<file path="src/csp_cfg.svh">
// Constants of the clock source, start-up and prescaler block
`ifndef CSP_CFG_SVH
`define CSP_CFG_SVH

`define CSP_MCLK_HZ            250000000
`define CSP_WDT_OSC_HZ         128000
`define CSP_DELAY_SHORT_MS     4
`define CSP_DELAY_LONG_MS      64
`define CSP_CK_RESET_TAIL      14
`define CSP_CK_PD_INTERNAL     6
`define CSP_CK_XTAL_FAST       258
`define CSP_CK_XTAL_MID        1024
`define CSP_CK_XTAL_SLOW       16384
`define CSP_CHANGE_WINDOW      4

`define CSP_SRC_EXTERNAL       4'h0
`define CSP_SRC_RC_4MHZ        4'h2
`define CSP_SRC_RC_8MHZ        4'h4
`define CSP_SRC_LP_128KHZ      4'h6
`define CSP_SRC_XTAL_BIT       3
`define CSP_SUT_RESET_CODE     2'h2

`define CSP_DIV_CHANGE_BIT     7
`define CSP_DIV_CHANGE_WORD    8'h80
`define CSP_DIV_MAX_CODE       4'h8
`define CSP_DIV_RESET_CODE     4'h0
`define CSP_DIV_BY8_CODE       4'h3
`define CSP_TRIM_RESERVED_BIT  7

`endif

</file>
<file path="src/csp_pkg.sv">
// Types of the clock source, start-up and prescaler block
package csp_pkg;
    typedef enum logic [5:0] {
        CSP_ST_START = 6'h01,
        CSP_ST_OSC   = 6'h02,
        CSP_ST_RESET = 6'h04,
        CSP_ST_TAIL  = 6'h08,
        CSP_ST_RUN   = 6'h10,
        CSP_ST_SLEEP = 6'h20
    } csp_state_t;

    typedef enum logic [2:0] {
        CSP_SOURCE_EXTERNAL = 3'h0,
        CSP_SOURCE_RC4      = 3'h1,
        CSP_SOURCE_RC8      = 3'h2,
        CSP_SOURCE_LP128    = 3'h3,
        CSP_SOURCE_CRYSTAL  = 3'h4,
        CSP_SOURCE_RESERVED = 3'h7
    } csp_source_t;

    typedef enum logic [1:0] {
        CSP_RDELAY_NONE  = 2'h0,
        CSP_RDELAY_SHORT = 2'h1,
        CSP_RDELAY_LONG  = 2'h2
    } csp_rdelay_t;
endpackage

</file>
<file path="src/csp_divider.sv">
// Glitch-free power-of-two system clock divider
`timescale 1ns/1ps
`include "csp_cfg.svh"
module csp_divider #(
    parameter int FSEL_W = 4,
    parameter int CNT_W  = 8
) (
    input  wire logic              mclk,           // Undivided source clock
    input  wire logic              rst_n,          // Asynchronous reset, active low
    input  wire logic              runEnable,      // Divider may issue ticks
    input  wire logic              loadDefault,    // Load start-up factor
    input  wire logic [FSEL_W-1:0] defaultFactor,  // Start-up factor code
    input  wire logic              newFactorValid, // Accepted factor write
    input  wire logic [FSEL_W-1:0] newFactor,      // Factor code written
    output logic                   tick,           // One-cycle divided clock enable
    output logic [FSEL_W-1:0]      activeFactor    // Factor now in force
);
    logic [CNT_W-1:0]  count;
    logic              pending;
    logic [FSEL_W-1:0] pendingFactor;
    logic [CNT_W:0]    wideMask;
    logic [CNT_W-1:0]  mask;
    logic              switchNow;

    // Tick when the low bits of the free counter are all ones
    assign wideMask  = ({{CNT_W{1'b0}}, 1'b1} << activeFactor) - {{CNT_W{1'b0}}, 1'b1};
    assign mask      = wideMask[CNT_W-1:0];
    assign tick      = runEnable && ((count & mask) == mask);
    assign switchNow = tick && pending;

    // Free counter on the undivided clock; its state is never exported
    always_ff @(posedge mclk or negedge rst_n) begin
        if (!rst_n) begin
            count <= {CNT_W{1'b0}};
        end else if (loadDefault || switchNow) begin
            count <= {CNT_W{1'b0}};
        end else if (runEnable) begin
            count <= count + {{(CNT_W-1){1'b0}}, 1'b1};
        end
    end

    // New factor waits for the end of the old period, so no short pulse
    always_ff @(posedge mclk or negedge rst_n) begin
        if (!rst_n) begin
            activeFactor  <= `CSP_DIV_RESET_CODE;
            pending       <= 1'b0;
            pendingFactor <= `CSP_DIV_RESET_CODE;
        end else if (loadDefault) begin
            activeFactor <= defaultFactor;
            pending      <= 1'b0;
        end else begin
            if (switchNow) begin
                activeFactor <= pendingFactor;
            end
            // A fresh write stays pending while an older one switches in
            if (newFactorValid) begin
                pending       <= 1'b1;
                pendingFactor <= newFactor;
            end else if (switchNow) begin
                pending <= 1'b0;
            end
        end
    end
endmodule

</file>
<file path="src/csp_clock_control.sv">
// Clock source decode, start-up delay timing and system clock prescaler control
`timescale 1ns/1ps
`include "csp_cfg.svh"
// Notes on behaviour
// External clock: 6 CK wake; reset adds 14CK, +4 ms, +64 ms; 11 reserved.
// External supplier changes frequency under 2% per cycle, else holds reset.
// Source code 0010 selects RC at 4 MHz, 0100 at 8 MHz.
// Divide-by-eight fuse programmed starts the system clock divided by 8.
// Every reset copies the factory calibration byte into the trim register.
// Reset time-out is always timed by the watchdog oscillator ticks.
// Calibrated RC: 6 CK wake; reset adds 14CK plus 0, 4 or 64 ms.
// Reset pin disabled with code 00 on internal oscillators stretches to 14CK+4 ms.
// Code 0110 selects 128 kHz oscillator with internal start-up delays.
// Upper three select bits choose the crystal band, 100 to 111.
// Crystal: low select bit and start bits pick 258/1K/16K CK and reset delay.
// Divider works with every source, feeding core, I/O and memory clocks.
// Divider changes never produce a period shorter than old and new ones.
// Divider is a counter on the undivided clock, state not observable.
// New rate starts after one old period plus one to two new periods; divider switches at next old tick, first new tick one new period on.
// Factor codes 0000..1000 divide by 1..256; 1001..1111 reserved.
// Software writes change-enable alone, then the factor within four cycles.
// Code 0000 external, 1xxx crystal, 0001/0011/0101/0111 reserved.
// Count new oscillator cycles first; add watchdog-timed delay only from reset.
module csp_clock_control #(
    parameter int XTAL_SLOW_CK    = `CSP_CK_XTAL_SLOW,
    parameter int LONG_WDT_TICKS  = `CSP_DELAY_LONG_MS * `CSP_WDT_OSC_HZ / 1000,
    parameter int SHORT_WDT_TICKS = `CSP_DELAY_SHORT_MS * `CSP_WDT_OSC_HZ / 1000
) (
    input  wire logic               mclk,                    // Source clock, 250 MHz
    input  wire logic               rst_n,                   // Asynchronous reset, active low
    input  wire logic [3:0]         clockSourceSelect,       // Source select fuses
    input  wire logic [1:0]         startupTimeSelect,       // Start-up time fuses
    input  wire logic               divideByEightFuse,       // Zero means programmed
    input  wire logic               resetPinDisableFuse,     // Zero means programmed
    input  wire logic [6:0]         factoryCalibration,      // Factory trim byte
    input  wire logic               watchdogOscTick,         // Watchdog oscillator, async
    input  wire logic               powerDownRequest,        // Enter power-down, pulse
    input  wire logic               wakeRequest,             // Wake from power-down, pulse
    input  wire logic               dividerWrite,            // Divider register write strobe
    input  wire logic [7:0]         dividerWriteData,        // Divider register write data
    input  wire logic               trimWrite,               // Trim register write strobe
    input  wire logic [7:0]         trimWriteData,           // Trim register write data
    output logic                    coreClockEnable,         // Core clock enable pulse
    output logic                    ioClockEnable,           // I/O clock enable pulse
    output logic                    programMemoryClockEnable, // Program memory clock enable
    output logic                    startupDone,             // Start-up complete, level
    output logic [7:0]              oscillatorTrimRegister,  // Trim value, bit 7 zero
    output logic [7:0]              dividerRegister,         // Divider register readback
    output csp_pkg::csp_source_t    activeSource,            // Decoded source
    output logic [2:0]              crystalBandSelect,       // Crystal band, 100..111
    output logic                    clockSelectReserved,     // Reserved source code
    output logic                    startupSelectReserved    // Reserved start-up code
);
    import csp_pkg::*;

    localparam logic [15:0] CK_PD_INT   = 16'(`CSP_CK_PD_INTERNAL);
    localparam logic [15:0] CK_FAST     = 16'(`CSP_CK_XTAL_FAST);
    localparam logic [15:0] CK_MID      = 16'(`CSP_CK_XTAL_MID);
    localparam logic [15:0] CK_SLOW     = 16'(XTAL_SLOW_CK);
    localparam logic [15:0] CK_TAIL     = 16'(`CSP_CK_RESET_TAIL);
    localparam logic [15:0] TICKS_SHORT = 16'(SHORT_WDT_TICKS);
    localparam logic [15:0] TICKS_LONG  = 16'(LONG_WDT_TICKS);
    localparam logic [2:0]  WIN_LAST    = 3'(`CSP_CHANGE_WINDOW - 1);

    csp_state_t  state;
    csp_state_t  next_state;
    logic [15:0] stepCount;
    logic        fromReset;
    logic [3:0]  latchedSource;
    logic [1:0]  latchedStartup;
    logic        latchedResetPinOff;
    logic        wdtSync1;
    logic        wdtSync2;
    logic        wdtPrev;
    logic        wdtEdge;
    logic        changeEnable;
    logic [2:0]  changeTimer;
    logic        divTick;
    logic [3:0]  activeFactor;

    // Source decode from the latched fuses
    wire isCrystal  = latchedSource[`CSP_SRC_XTAL_BIT];
    wire isExternal = (latchedSource == `CSP_SRC_EXTERNAL);
    wire isRc4      = (latchedSource == `CSP_SRC_RC_4MHZ);
    wire isRc8      = (latchedSource == `CSP_SRC_RC_8MHZ);
    wire isLp128    = (latchedSource == `CSP_SRC_LP_128KHZ);
    wire isInternal = isRc4 || isRc8 || isLp128;
    assign clockSelectReserved = !isCrystal && !isExternal && !isInternal;
    assign activeSource = isCrystal ? CSP_SOURCE_CRYSTAL :
                          isExternal ? CSP_SOURCE_EXTERNAL :
                          isRc4 ? CSP_SOURCE_RC4 :
                          isRc8 ? CSP_SOURCE_RC8 :
                          isLp128 ? CSP_SOURCE_LP128 : CSP_SOURCE_RESERVED;
    assign crystalBandSelect = isCrystal ? latchedSource[3:1] : 3'h0;

    // Crystal delays from low select bit and start-up bits
    wire [2:0] xtalIndex = {latchedSource[0], latchedStartup};
    wire [15:0] xtalCycles = (xtalIndex <= 3'h1) ? CK_FAST :
                             (xtalIndex <= 3'h4) ? CK_MID : CK_SLOW;
    wire csp_rdelay_t xtalDelay =
        (xtalIndex == 3'h2 || xtalIndex == 3'h5) ? CSP_RDELAY_NONE :
        (xtalIndex == 3'h1 || xtalIndex == 3'h4 || xtalIndex == 3'h7) ? CSP_RDELAY_LONG :
        CSP_RDELAY_SHORT;

    // External and internal sources share one start-up table; reserved code
    // 11 takes the longest delay as the safe choice
    wire stretchShort = isInternal && !latchedResetPinOff;
    assign startupSelectReserved = !isCrystal && (latchedStartup == 2'h3);
    wire csp_rdelay_t plainDelay =
        (latchedStartup == 2'h0) ? (stretchShort ? CSP_RDELAY_SHORT : CSP_RDELAY_NONE) :
        (latchedStartup == 2'h1) ? CSP_RDELAY_SHORT : CSP_RDELAY_LONG;
    wire [15:0] wakeCycles = isCrystal ? xtalCycles : CK_PD_INT;
    wire csp_rdelay_t resetDelay = isCrystal ? xtalDelay : plainDelay;
    wire [15:0] resetTicks = (resetDelay == CSP_RDELAY_LONG) ? TICKS_LONG : TICKS_SHORT;

    // Watchdog oscillator passes two flops before the edge detector
    always_ff @(posedge mclk or negedge rst_n) begin
        if (!rst_n) begin
            wdtSync1 <= 1'b0;
            wdtSync2 <= 1'b0;
            wdtPrev  <= 1'b0;
        end else begin
            wdtSync1 <= watchdogOscTick;
            wdtSync2 <= wdtSync1;
            wdtPrev  <= wdtSync2;
        end
    end
    assign wdtEdge = wdtSync2 && !wdtPrev;

    // Sequencer transitions
    wire oscDone  = (stepCount == wakeCycles - 16'h1);
    wire tickDone = wdtEdge && (stepCount == resetTicks - 16'h1);
    wire tailDone = (stepCount == CK_TAIL - 16'h1);
    always_comb begin
        next_state = state;
        case (state)
            CSP_ST_START: next_state = CSP_ST_OSC;
            CSP_ST_OSC: begin
                // Oscillator settles first, reset time-out only after a reset
                if (oscDone) begin
                    next_state = !fromReset ? CSP_ST_RUN :
                                 (resetDelay == CSP_RDELAY_NONE) ? CSP_ST_TAIL : CSP_ST_RESET;
                end
            end
            CSP_ST_RESET: if (tickDone) next_state = CSP_ST_TAIL;
            CSP_ST_TAIL:  if (tailDone) next_state = CSP_ST_RUN;
            CSP_ST_RUN:   if (powerDownRequest) next_state = CSP_ST_SLEEP;
            CSP_ST_SLEEP: if (wakeRequest) next_state = CSP_ST_OSC;
            default:      next_state = CSP_ST_START;
        endcase
    end

    // State, step counter and the origin of the current start-up
    always_ff @(posedge mclk or negedge rst_n) begin
        if (!rst_n) begin
            state     <= CSP_ST_START;
            stepCount <= 16'h0;
            fromReset <= 1'b1;
        end else begin
            state <= next_state;
            if (next_state != state) begin
                stepCount <= 16'h0;
            end else if (state == CSP_ST_RESET) begin
                stepCount <= wdtEdge ? stepCount + 16'h1 : stepCount;
            end else if (state == CSP_ST_OSC || state == CSP_ST_TAIL) begin
                stepCount <= stepCount + 16'h1;
            end
            if (state == CSP_ST_SLEEP) begin
                fromReset <= 1'b0;
            end
        end
    end

    // Fuses and calibration caught in the first cycle after reset release
    always_ff @(posedge mclk or negedge rst_n) begin
        if (!rst_n) begin
            latchedSource          <= `CSP_SRC_RC_8MHZ;
            latchedStartup         <= `CSP_SUT_RESET_CODE;
            latchedResetPinOff     <= 1'b1;
            oscillatorTrimRegister <= 8'h00;
        end else if (state == CSP_ST_START) begin
            latchedSource          <= clockSourceSelect;
            latchedStartup         <= startupTimeSelect;
            latchedResetPinOff     <= resetPinDisableFuse;
            oscillatorTrimRegister <= {1'b0, factoryCalibration};
        end else if (trimWrite) begin
            oscillatorTrimRegister <= {1'b0, trimWriteData[6:0]};
        end
    end

    // Timed change sequence; counted on the source clock
    wire unlockWrite = dividerWrite && (dividerWriteData == `CSP_DIV_CHANGE_WORD);
    wire factorWrite = dividerWrite && changeEnable
                       && !dividerWriteData[`CSP_DIV_CHANGE_BIT];
    wire factorOk    = factorWrite && (dividerWriteData[3:0] <= `CSP_DIV_MAX_CODE);
    always_ff @(posedge mclk or negedge rst_n) begin
        if (!rst_n) begin
            changeEnable <= 1'b0;
            changeTimer  <= 3'h0;
        end else if (factorWrite || (changeEnable && changeTimer == WIN_LAST)) begin
            changeEnable <= 1'b0;
            changeTimer  <= 3'h0;
        end else if (changeEnable) begin
            // A repeated unlock neither extends nor cancels the window
            changeTimer <= changeTimer + 3'h1;
        end else if (unlockWrite) begin
            changeEnable <= 1'b1;
            changeTimer  <= 3'h0;
        end
    end

    csp_divider #(
        .FSEL_W (4),
        .CNT_W  (8)
    ) u_divider (
        .mclk           (mclk),
        .rst_n          (rst_n),
        .runEnable      (state == CSP_ST_RUN),
        .loadDefault    (state == CSP_ST_START),
        .defaultFactor  (divideByEightFuse ? `CSP_DIV_RESET_CODE : `CSP_DIV_BY8_CODE),
        .newFactorValid (factorOk),
        .newFactor      (dividerWriteData[3:0]),
        .tick           (divTick),
        .activeFactor   (activeFactor)
    );

    // One divided enable drives all three synchronous domains
    assign coreClockEnable          = divTick;
    assign ioClockEnable            = divTick;
    assign programMemoryClockEnable = divTick;
    assign startupDone              = (state == CSP_ST_RUN);
    assign dividerRegister          = {changeEnable, 3'h0, activeFactor};
endmodule

</file>
<file path="config.mk">
export PLATFORM = sky130hd
export DESIGN_NAME = csp_clock_control
export DESIGN_NICKNAME = d
export VERILOG_FILES = /design/src/csp_pkg.sv /design/src/csp_divider.sv /design/src/csp_clock_control.sv
export VERILOG_INCLUDE_DIRS = /design/src
export SDC_FILE = /design/constraint.sdc
export NUM_CORES = 1
export LEC_CHECK = 0
export BUFFER_PORTS_ARGS = -buffer_cell sky130_fd_sc_hd__buf_4
export CAP_MARGIN = 15
export CORE_ASPECT_RATIO = 1.75
export CORE_MARGIN = 8
export CORE_UTILIZATION = 28
export CTS_CLUSTER_DIAMETER = 200
export DETAILED_ROUTE_END_ITERATION = 7
export GPL_ROUTABILITY_DRIVEN = 0
export PLACE_DENSITY = 0.47
export SYNTH_ARGS = -nofsm -noshare
export SYNTH_HDL_FRONTEND = slang
export SYNTH_SLANG_ARGS = --single-unit
</file>
<file path="constraint.sdc">
create_clock -name mclk -period 4.3 [get_ports mclk]
set_input_delay 0.86 -clock mclk [delete_from_list [all_inputs] [get_ports mclk]]
set_output_delay 0.86 -clock mclk [all_outputs]
set_load 0.05 [all_outputs]
</file>
==> results.md <==
* Status: complete, no violations
* F_max at 283 MHz
* Final Non-Filler Cells at ~610
* Worst Hold Path Cells at 0
* Design area at 4460 um2
* Pre-antenna DRT Iters at 4
* Post-Syn Area at approximately 3600 um2
* Share of layout cells above drive strength 1 at 25.4%
* Vias in the first global route at just under 3000
* Final hold vios at 0
* Chip height at 167 um
* Seq/Total Area, Yosys at 42.0%
* Min-delay src: wdtSync1
* Pin count of the biggest net entering global routing at between 60 and 70
* Power Total at between 2 and 3 mW
* Root Driver: clkbuf_16
* H-tree levels at 3
* Worst reg2reg path depth at 6
* DP HPWL at 7010 um
* Synthesized instance count at around 390
* Post-synth EDFFs at 0
* CP top delay family: simple AND/OR/NAND/NOR gates
* Antenna violations before repair at 0
* Worst-case clock buffer depth at 2
* Crit share post-route at a little over 80%
* Number of CTS-inserted buffers at 9
* Register area at approximately 1500 um2
* Min-Delay Endpoint: wdtSync2
* FFs w/ async S/R, synth at 100%
* Layout overhead on the synthesized area at 22.3%
* Yosys cell types at between 60 and 70
* Drt via density at between 4 and 5
* DRC viols at 0
* Setup crit end kind: output pin
* Max VDD drop at 0.000238 V
* PortBufs at 60
* Ports at 66
* Clock Latency Late Sink at 0.33 ns
* Worst Hold Class: reg2reg
* ANT cells at 0
* Post-layout nets at 480
* Max Clock Skew at 0.00644 ns
* Max_slew headroom at 33.3%
* Worst-Margin Slew at 0.998 ns
* Static leakage at 1.94 nW
* Ys flop type: dfrtp_1
* Post-CTS setup buffer count at 0
* Fin crit period at 3.54 ns
* GRT Total Usage at 11.2%
* Total clock sinks at 61
* Crit path cell chain: nor2_1 > nand2_1 > ha_1 > or3_1 > a21oi_1 > o21ai_0 > o2111ai_1 > inv_1 > buf_4
* Place WS at between 1 and 1.5 ns
* Area of the core at 12800 um2
* Setup violators final at 0
* TritonCTS clock tree: built
* Clock slew at reported path FFs at 0.06 ns
* Worst setup margin at 0.762 ns
* Yosys Warn Count at 0
* Worst setup path class: reg2out
* Max_cap viols at 0
* PD cells at slightly above 600 nW/um2
* Area contributors post-synth: dfrtp_1 (38%), nand2_1 (5.4%), dfstp_2 (3.6%)
* FF-to-FF End: stepCount[4]
* Register bit total from synthesis at 61
* First-pass GRT wire length at about 15000 um
* CP Data Required Time at 3.44 ns
* Dpl cell area at 4140 um2
* Initial Utilization at 28.5%
* Wirelength per Cell at 15.0 um
* Initial DRC Count at 73
* Die W at just over 100 um
* Gr ovfl total at 0
* Syn_area_per_cell at between 9 and 10 um2
* Critical Path Stages at 9
* Reg2reg setup slack at roughly 1.5 ns
* Share of the synthesized area in the top cell type at ~38%
* Slowest cell delay on critical path at 0.44 ns
* CP Launch Type: flip-flop
* Multi-input logic area at 1890 um2
* Cts hold-fix bufs at 0
* Largest area contributor in the netlist: dfrtp_1
* Via count at slightly below 3000
* DIE AREA at ~17000 um2
* Final WL at 9210 um
* Inst Count DP at between 500 and 600
* CP Max Fanout at 7
* Cell Rows at 55
* Detail Route Antenna Nets at 0
* TNS Setup at 0 ns
* RSZ-0062 raised after global routing: false
* FILL cells at 1359
* Final slew viol count at 0
* Slowest cell on the critical path: dfrtp_1
* Post_cts resized at 0
* Worst Path Arrival at 2.68 ns
* RR Startpoint: stepCount[9]
* Worst Path Buf+Inv at 2
[cell usage after synthesis (3+ instances only)]
master    instances
dfrtp_1          56
nor2_1           31
inv_1            14
nand3_1          15
dfstp_2           5
or3_1             3
xnor2_1          14
nor3_1           13
nor2b_1           6
mux2i_1           8
nand4_1           8
xor2_1           12
o21ai_0          24
and2_1            8
a21oi_1          11
o21a_1            4
mux2_2            3
a31oi_1           3
ha_1              6
and4_1            3
nand2_1          52
nor4_1            7
nor3_2           10
and3_1            3
buf_2             4
buf_4            11
clkbuf_1          6
[metal layers]
metal / vias up / track usage [%] / wire length (um) / share of wire (%)
li1: 1461 / - / - / -
met1: 1423 / 10.7 / 3370 / 37
met2: 48 / 21.3 / 5240 / 57
met3: 12 / 2.88 / 409 / 4.4
met4: 0 / 4.82 / 189 / 2.1
met5: - / 0 / 0 / 0
[worst max path at each step]
stage	slack [ns]	endpoint	start
after global placement	1.14	coreClockEnable	state[1]
after CTS	0.72	programMemoryClockEnable	state[1]
after global routing	0.53	programMemoryClockEnable	state[1]
after floorplan	0.90	ioClockEnable	u_divider.activeFactor[1]
final	0.76	programMemoryClockEnable	u_divider.activeFactor[1]
after detailed placement	1.08	programMemoryClockEnable	state[1]
[layout make-up]
type | count | share of cell area (%)
multi-input cells | 290 | 42.3
well taps | 171 | 4.80
clock buffers | 9 | 5.05
repair buffers | 60 | 10.1
flip-flops and latches | 61 | 34.4
inverters | 14 | 1.18
clock inverters | 7 | 2.22
[registers in the layout, summed over array words and instances, names as in the netlist, 2 cells and up]
signal                   cells
latchedStartup               2
state                        6
changeTimer                  3
u_divider.pendingFactor      4
latchedSource                4
oscillatorTrimRegister       7
stepCount                   16
u_divider.count              8
u_divider.activeFactor       4
[stage by stage]
| stage | hold WS (ns) | util [%] |
|---|---|---|
| floorplan | 0.331 | - |
| global placement | 0.333 | 32.3 |
| detailed placement | 0.335 | 32.3 |
| CTS | 0.347 | 34.8 |
| global route | 0.348 | 34.8 |
| finish | 0.347 | 34.8 |
[where the power goes]
part | total, mW | switching, mW | internal (mW)
clock | 0.784 | 0.274 | 0.510
combinational | 1.07 | 0.720 | 0.354
sequential | 0.849 | 0.150 | 0.699
total | 2.71 | 1.14 | 1.56
[logic make-up after synthesis]
| group | count (synthesis) | synth area share, % |
|---|---|---|
| other | 1 | 0.103 |
| xor gates and xnor gates | 26 | 6.25 |
| AOI/OAI and AO/OA | 71 | 14.4 |
| adders and majority gates | 7 | 2.33 |
| muxes | 11 | 3.12 |
| buffers and inverters | 40 | 6.52 |
| and+or+nand+nor | 171 | 25.3 |
| DFF | 61 | 42.0 |
[worst reg2reg max path, stage by stage (launching register included)]
cell and delay [ns]:
dfrtp_1 0.48, nor4_1 0.61, nor2_1 0.07, o21ai_0 0.30, o2111ai_4 0.22, o211ai_2 0.83, nor3_1 0.11
[cell usage in the layout, fill, tap and decap left out, drive strengths merged, types with 9 or more instances in the layout]
master,synthesis,final
nand2,52,52
nor2,31,31
xnor2,14,14
dfrtp,56,56
inv,14,15
clkbuf,7,9
o21ai,26,26
a21oi,11,11
xor2,12,12
nand3,15,15
nor3,23,23
buf,19,60
Note: power is estimated with default switching activity, not from simulation.
